File: src/rtl/lgc_pkg.sv
// package with register map and field layout of the group colour bank
package lgc_pkg;
   // ------------------------------------------------------------------
   // register offsets
   // ------------------------------------------------------------------
   localparam logic [7:0] LGC_PATTERN_CONFIG_REG_ADDR = 8'hA0;
   localparam logic [7:0] LGC_GROUP_RED_MIX_ADDR      = 8'hA8;
   localparam logic [7:0] LGC_GROUP_GREEN_MIX_ADDR    = 8'hA9;
   localparam logic [7:0] LGC_GROUP_BLUE_MIX_ADDR     = 8'hAA;
   localparam logic [7:0] LGC_GROUP_ENABLE_LOW_ADDR   = 8'hAB;
   localparam logic [7:0] LGC_GROUP_ENABLE_HIGH_ADDR  = 8'hAC;
   // ------------------------------------------------------------------
   // fields and reset values
   // ------------------------------------------------------------------
   localparam int         LGC_PAT_EN_BIT      = 0;
   localparam int         LGC_COLOR_DIS_BIT   = 4;
   localparam int         LGC_GE_HIGH_MSB     = 3;
   localparam logic [7:0] LGC_REG_RESET       = 8'h00;
   localparam logic [7:0] LGC_HIGH_WRITE_MASK = 8'h1F;
   localparam int         LGC_TRIPLETS        = 12;
   localparam int         LGC_CHANNELS        = 36;
   localparam int         LGC_COLOR_W         = 8;
   typedef enum logic [1:0] {
      LGC_MODE_INDIVIDUAL,
      LGC_MODE_GROUP,
      LGC_MODE_PATTERN
   } lgc_mode_t;
endpackage

File: src/rtl/lgc_bank.sv
// group assignment and shared colour configuration registers
`timescale 1ns/1ps
module lgc_bank
   import lgc_pkg::*;
#(
   parameter int TRIPLETS = LGC_TRIPLETS,
   parameter int CHANNELS = LGC_CHANNELS
) (
   input  wire logic                      clk,
   input  wire logic                      rst_b,
   input  wire logic                      wr_en,
   input  wire logic                      rd_en,
   input  wire logic [7:0]                addr,
   input  wire logic [7:0]                wr_data,
   input  wire logic [CHANNELS*8-1:0]     chan_color,
   output logic      [7:0]                rd_data,
   output logic                           pattern_controller_enable,
   output logic      [CHANNELS*2-1:0]     chan_mode,
   output logic      [CHANNELS*8-1:0]     chan_color_sel
);
   // ------------------------------------------------------------------
   // state
   // ------------------------------------------------------------------
   typedef struct packed {
      logic [7:0]                pat_cfg;
      logic [7:0]                red;
      logic [7:0]                green;
      logic [7:0]                blue;
      logic [7:0]                ge_low;
      logic [7:0]                ge_high;
      logic [7:0]                rd_data;
      logic [CHANNELS*2-1:0]     mode;
      logic [CHANNELS*8-1:0]     color;
   } lgc_state_t;

   lgc_state_t st;
   lgc_state_t next_st;
   logic [TRIPLETS-1:0] ge;
   logic [23:0] shared_mix;

   // ------------------------------------------------------------------
   // per-channel mode decode
   // ------------------------------------------------------------------
   function automatic lgc_mode_t lgc_mode_of(input logic en,
                                             input logic pat);
      if (!en) begin
         return LGC_MODE_INDIVIDUAL;
      end else if (pat) begin
         return LGC_MODE_PATTERN;
      end else begin
         return LGC_MODE_GROUP;
      end
   endfunction

   always_comb begin
      next_st = st;
      ge = {st.ge_high[LGC_GE_HIGH_MSB:0], st.ge_low};
      shared_mix = {st.red, st.green, st.blue};
      if (wr_en) begin
         case (addr)
            LGC_PATTERN_CONFIG_REG_ADDR: begin
               next_st.pat_cfg = wr_data;
            end
            LGC_GROUP_RED_MIX_ADDR: begin
               next_st.red = wr_data;
            end
            LGC_GROUP_GREEN_MIX_ADDR: begin
               next_st.green = wr_data;
            end
            LGC_GROUP_BLUE_MIX_ADDR: begin
               next_st.blue = wr_data;
            end
            LGC_GROUP_ENABLE_LOW_ADDR: begin
               next_st.ge_low = wr_data;
            end
            LGC_GROUP_ENABLE_HIGH_ADDR: begin
               next_st.ge_high = wr_data & LGC_HIGH_WRITE_MASK;
            end
            default: begin
            end
         endcase
      end
      if (rd_en) begin
         case (addr)
            LGC_PATTERN_CONFIG_REG_ADDR: next_st.rd_data = st.pat_cfg;
            LGC_GROUP_RED_MIX_ADDR:      next_st.rd_data = st.red;
            LGC_GROUP_GREEN_MIX_ADDR:    next_st.rd_data = st.green;
            LGC_GROUP_BLUE_MIX_ADDR:     next_st.rd_data = st.blue;
            LGC_GROUP_ENABLE_LOW_ADDR:   next_st.rd_data = st.ge_low;
            LGC_GROUP_ENABLE_HIGH_ADDR:  next_st.rd_data = st.ge_high;
            default:                     next_st.rd_data = LGC_REG_RESET;
         endcase
      end
      for (int c = 0; c < CHANNELS; c++) begin
         next_st.mode[c*2 +: 2] =
            lgc_mode_of(ge[c/3], st.pat_cfg[LGC_PAT_EN_BIT]);
         if (ge[c/3] && !st.ge_high[LGC_COLOR_DIS_BIT]) begin
            next_st.color[c*8 +: 8] =
               shared_mix[(2-(c%3))*8 +: 8];
         end else begin
            next_st.color[c*8 +: 8] = chan_color[c*8 +: 8];
         end
      end
   end

   always_ff @(posedge clk or negedge rst_b) begin
      if (!rst_b) begin
         st <= '0;
      end else begin
         st <= next_st;
      end
   end

   assign rd_data                   = st.rd_data;
   assign pattern_controller_enable = st.pat_cfg[LGC_PAT_EN_BIT];
   assign chan_mode                 = st.mode;
   assign chan_color_sel            = st.color;
endmodule

File: config.mk
export PLATFORM = sky130hd
export DESIGN_NAME = lgc_bank
export DESIGN_NICKNAME = d
export VERILOG_FILES = /design/src/rtl/lgc_pkg.sv /design/src/rtl/lgc_bank.sv
export SDC_FILE = /design/constraint.sdc
export NUM_CORES = 1
export LEC_CHECK = 0
export ABC_AREA = 0
export ABC_CLOCK_PERIOD_IN_PS = 3540
export BUFFER_PORTS_ARGS = -buffer_cell sky130_fd_sc_hd__buf_2
export CAP_MARGIN = 20
export CORE_AREA = 2 2 266 268
export DETAILED_ROUTE_END_ITERATION = 10
export DIE_AREA = 0 0 268 270
export PLACE_DENSITY = 0.45
export SETUP_SLACK_MARGIN = 0.3
export SYNTH_ARGS = -nofsm -noshare
export SYNTH_HDL_FRONTEND = slang
export SYNTH_SLANG_ARGS = --single-unit
File: constraint.sdc
create_clock -name clk -period 3.54 [get_ports clk]
set_input_delay 0.354 -clock clk [delete_from_list [all_inputs] [get_ports clk]]
set_output_delay 0.354 -clock clk [all_outputs]
set_load 0.005 [all_outputs]
==> impl_metrics.env <==
export IMPL_finalMaxSlewViolations=0
export IMPL_num_rows=97
export IMPL_area_growth_pct=31.4
export IMPL_period_share_pct=61.1
export IMPL_hpwl_um=44900
export IMPL_ys_types=29
export IMPL_slowest_delay_ns=0.77
export IMPL_tns_ns=0
export IMPL_pin_count=677
export IMPL_crit_slowest_cell="nand2b_2"
export IMPL_gr_total_overflow=0
export IMPL_final_cell_mix="675 x buf_2, 365 x dfrtp_1, 318 x mux2_2"
export IMPL_seqCellArea_sq_mm=0.00913
export IMPL_port_buffers=676
export IMPL_antenna_found_initial=10
export IMPL_avgSynthCellArea_sq_um=13.6
export IMPL_first_pass_iters=4
export IMPL_cts_clk_slew_worst_paths_ns=0.06
export IMPL_vias=11100
export IMPL_drt_initial_drc_count=570
export IMPL_cp_arrival_ns=2.60
export IMPL_post_cts_buffers=0
export IMPL_fp_dieW_um=268
export IMPL_root_buffer="clkbuf_16"
export IMPL_syn_nets=1552
export IMPL_p_total_mw=10.3
export IMPL_cp_required_ns=3.98
export IMPL_wl_um=62800
export IMPL_endpoint_kind="flip-flop"
export IMPL_yosysWarningCount=0
export IMPL_setup_viol=0
export IMPL_wl_per_cell_um=22.9
export IMPL_ctsResizeCount=0
export IMPL_grt_use_total_pct=16.9
export IMPL_status="finished, final reports clean"
export IMPL_ys_seq_area_share_pct=54.1
export IMPL_insertion_delay_ns=0.57
export IMPL_htreeDepth=2
export IMPL_vdd_drop_max_mv=0.275
export IMPL_cts_buffers=45
export IMPL_routed_via_density=4.05
export IMPL_final_nets=2081
export IMPL_gp_congestion=0.796
export IMPL_ant_nets=0
export IMPL_critPathLaunchType="flip-flop"
export IMPL_leakage_nw=10.7
export IMPL_dieArea_sq_mm=0.0724
export IMPL_rsz0062_at_grt="false"
export IMPL_max_slew_margin_pct=25.0
export IMPL_fmax_mhz=462
export IMPL_cts_tree="done"
export IMPL_tightestPinTransition_ns=1.12
export IMPL_path_cells="nand2b_2 -> buf_4 -> mux2_2"
export IMPL_cts_hold_buffers=225
export IMPL_drc_errors=0
export IMPL_power_density_mw_per_mm2=462
export IMPL_multi_input_area_sq_mm=0.00463
export IMPL_start_util_pct=24.3
export IMPL_finClkSkew_ns=0.0172
export IMPL_layout_commonest_cell="buf_2"
export IMPL_dieHeight_um=270
export IMPL_hold_class="primary input to flip-flop"
export IMPL_hold_violations=0
export IMPL_synth_ff_latch_count=365
export IMPL_drive_gt1_share_pct=61.3
export IMPL_core_area_sq_mm=0.0695
export IMPL_n_fill_cell=7103
export IMPL_maxCapViolCount=0
export IMPL_grt_pass1_vias=12300
export IMPL_path_delay_family="simple AND/OR/NAND/NOR gates"
export IMPL_clockBufferDepth=3
export IMPL_grt_pass1_wl_um=87400
export IMPL_critPathMaxFanout=18
export IMPL_critPathKind="flip-flop to flip-flop"
export IMPL_fin_crit_ns=2.16
export IMPL_clkSinkCount=365
export IMPL_grt_max_degree=88
export IMPL_netlist_area_sq_mm=0.0169
export IMPL_crit_buf_inv=1
export IMPL_synthCells=1244
where the power goes:
part	switching, mW	internal, mW	total [mW]
Combinational	0.582	0.697	1.28
Sequential	0.145	4.37	4.52
Clock	1.81	2.65	4.45
state kept, by name, summed over array words and instances (netlist names):
register / cells
pattern_controller_enable: 1
shared_mix: 24
chan_mode: 24
st: 8
chan_color_sel: 288
ge: 12
rd_data: 8
path summary, 6_finish.rpt:
check,endpoint,cells past startpoint,slack (ns),from
max,chan_color_sel[100]$_DFF_PN0_,3,1.38,st[372]$_DFFE_PN0P_
min,chan_color_sel[86]$_DFF_PN0_,2,0.04,chan_color[86]
max reg2reg,chan_color_sel[100]$_DFF_PN0_,3,1.38,st[372]$_DFFE_PN0P_
min reg2reg,st[414]$_DFFE_PN0P_,1,0.51,st[414]$_DFFE_PN0P_
max in group asynchronous,chan_color_sel[96]$_DFF_PN0_,3,2.24,rst_b
min in group asynchronous,chan_color_sel[41]$_DFF_PN0_,2,0.34,rst_b
Yosys cell counts, drive strengths merged:
cell     count  area, sq um
buf        408         3040
dfrtp      365         9130
mux2       333         3760
clkbuf      34          128
nor2b       15         93.8
and2        14         87.6
nand2b      11         68.8
nand3        9         45.0
mux4         8          180
nor2         7         33.8
a32oi        6         52.6
nand4        6         95.1
a31oi        5         31.3
and3         5         31.3
nor3b        5         37.5
o211ai       5         37.5
nand2        3         11.3
and2b        1         7.51
and4bb       1         12.5
inv          1         3.75
nor4         1         6.26
o2111ai      1         8.76
metrics by stage:
step	instance area, sq um	instances	utilization, %	hold slack [ns]	setup WS [ns]
after floorplan	16900	1244	-	0.0584	2.06
after global placement	18500	2440	26.6	0.346	1.27
after detailed placement	18600	2441	26.7	0.351	1.23
after CTS	22200	2743	31.9	0.0000911	1.35
after global routing	22200	2744	31.9	0.00694	1.31
final	22200	2744	31.9	0.0382	1.38
kinds of logic after synthesis:
logic type      synth area share (%)
flops                           54.1
mux                             23.3
buf+inv                         18.7
compound gates                 0.770
simple gates                    3.14
routing by layer:
metal	track usage [%]	vias up	wire length, um
li1	-	4866	-
met1	20.0	5623	24400
met2	29.0	490	31200
met3	4.33	118	4790
met4	6.91	6	2450
met5	0	-	35
layout make-up:
| class | instances | area share [%] |
|---|---|---|
| tap | 940 | 5.30 |
| inverter | 1 | 0.0169 |
| clock inverter | 8 | 0.445 |
| multi-input combinational | 436 | 20.9 |
| antenna | 1 | 0.0113 |
| timing repair buffer | 924 | 26.4 |
| sequential | 365 | 41.1 |
| clock buffer | 69 | 5.84 |
Power figures use the tool's default switching activity.
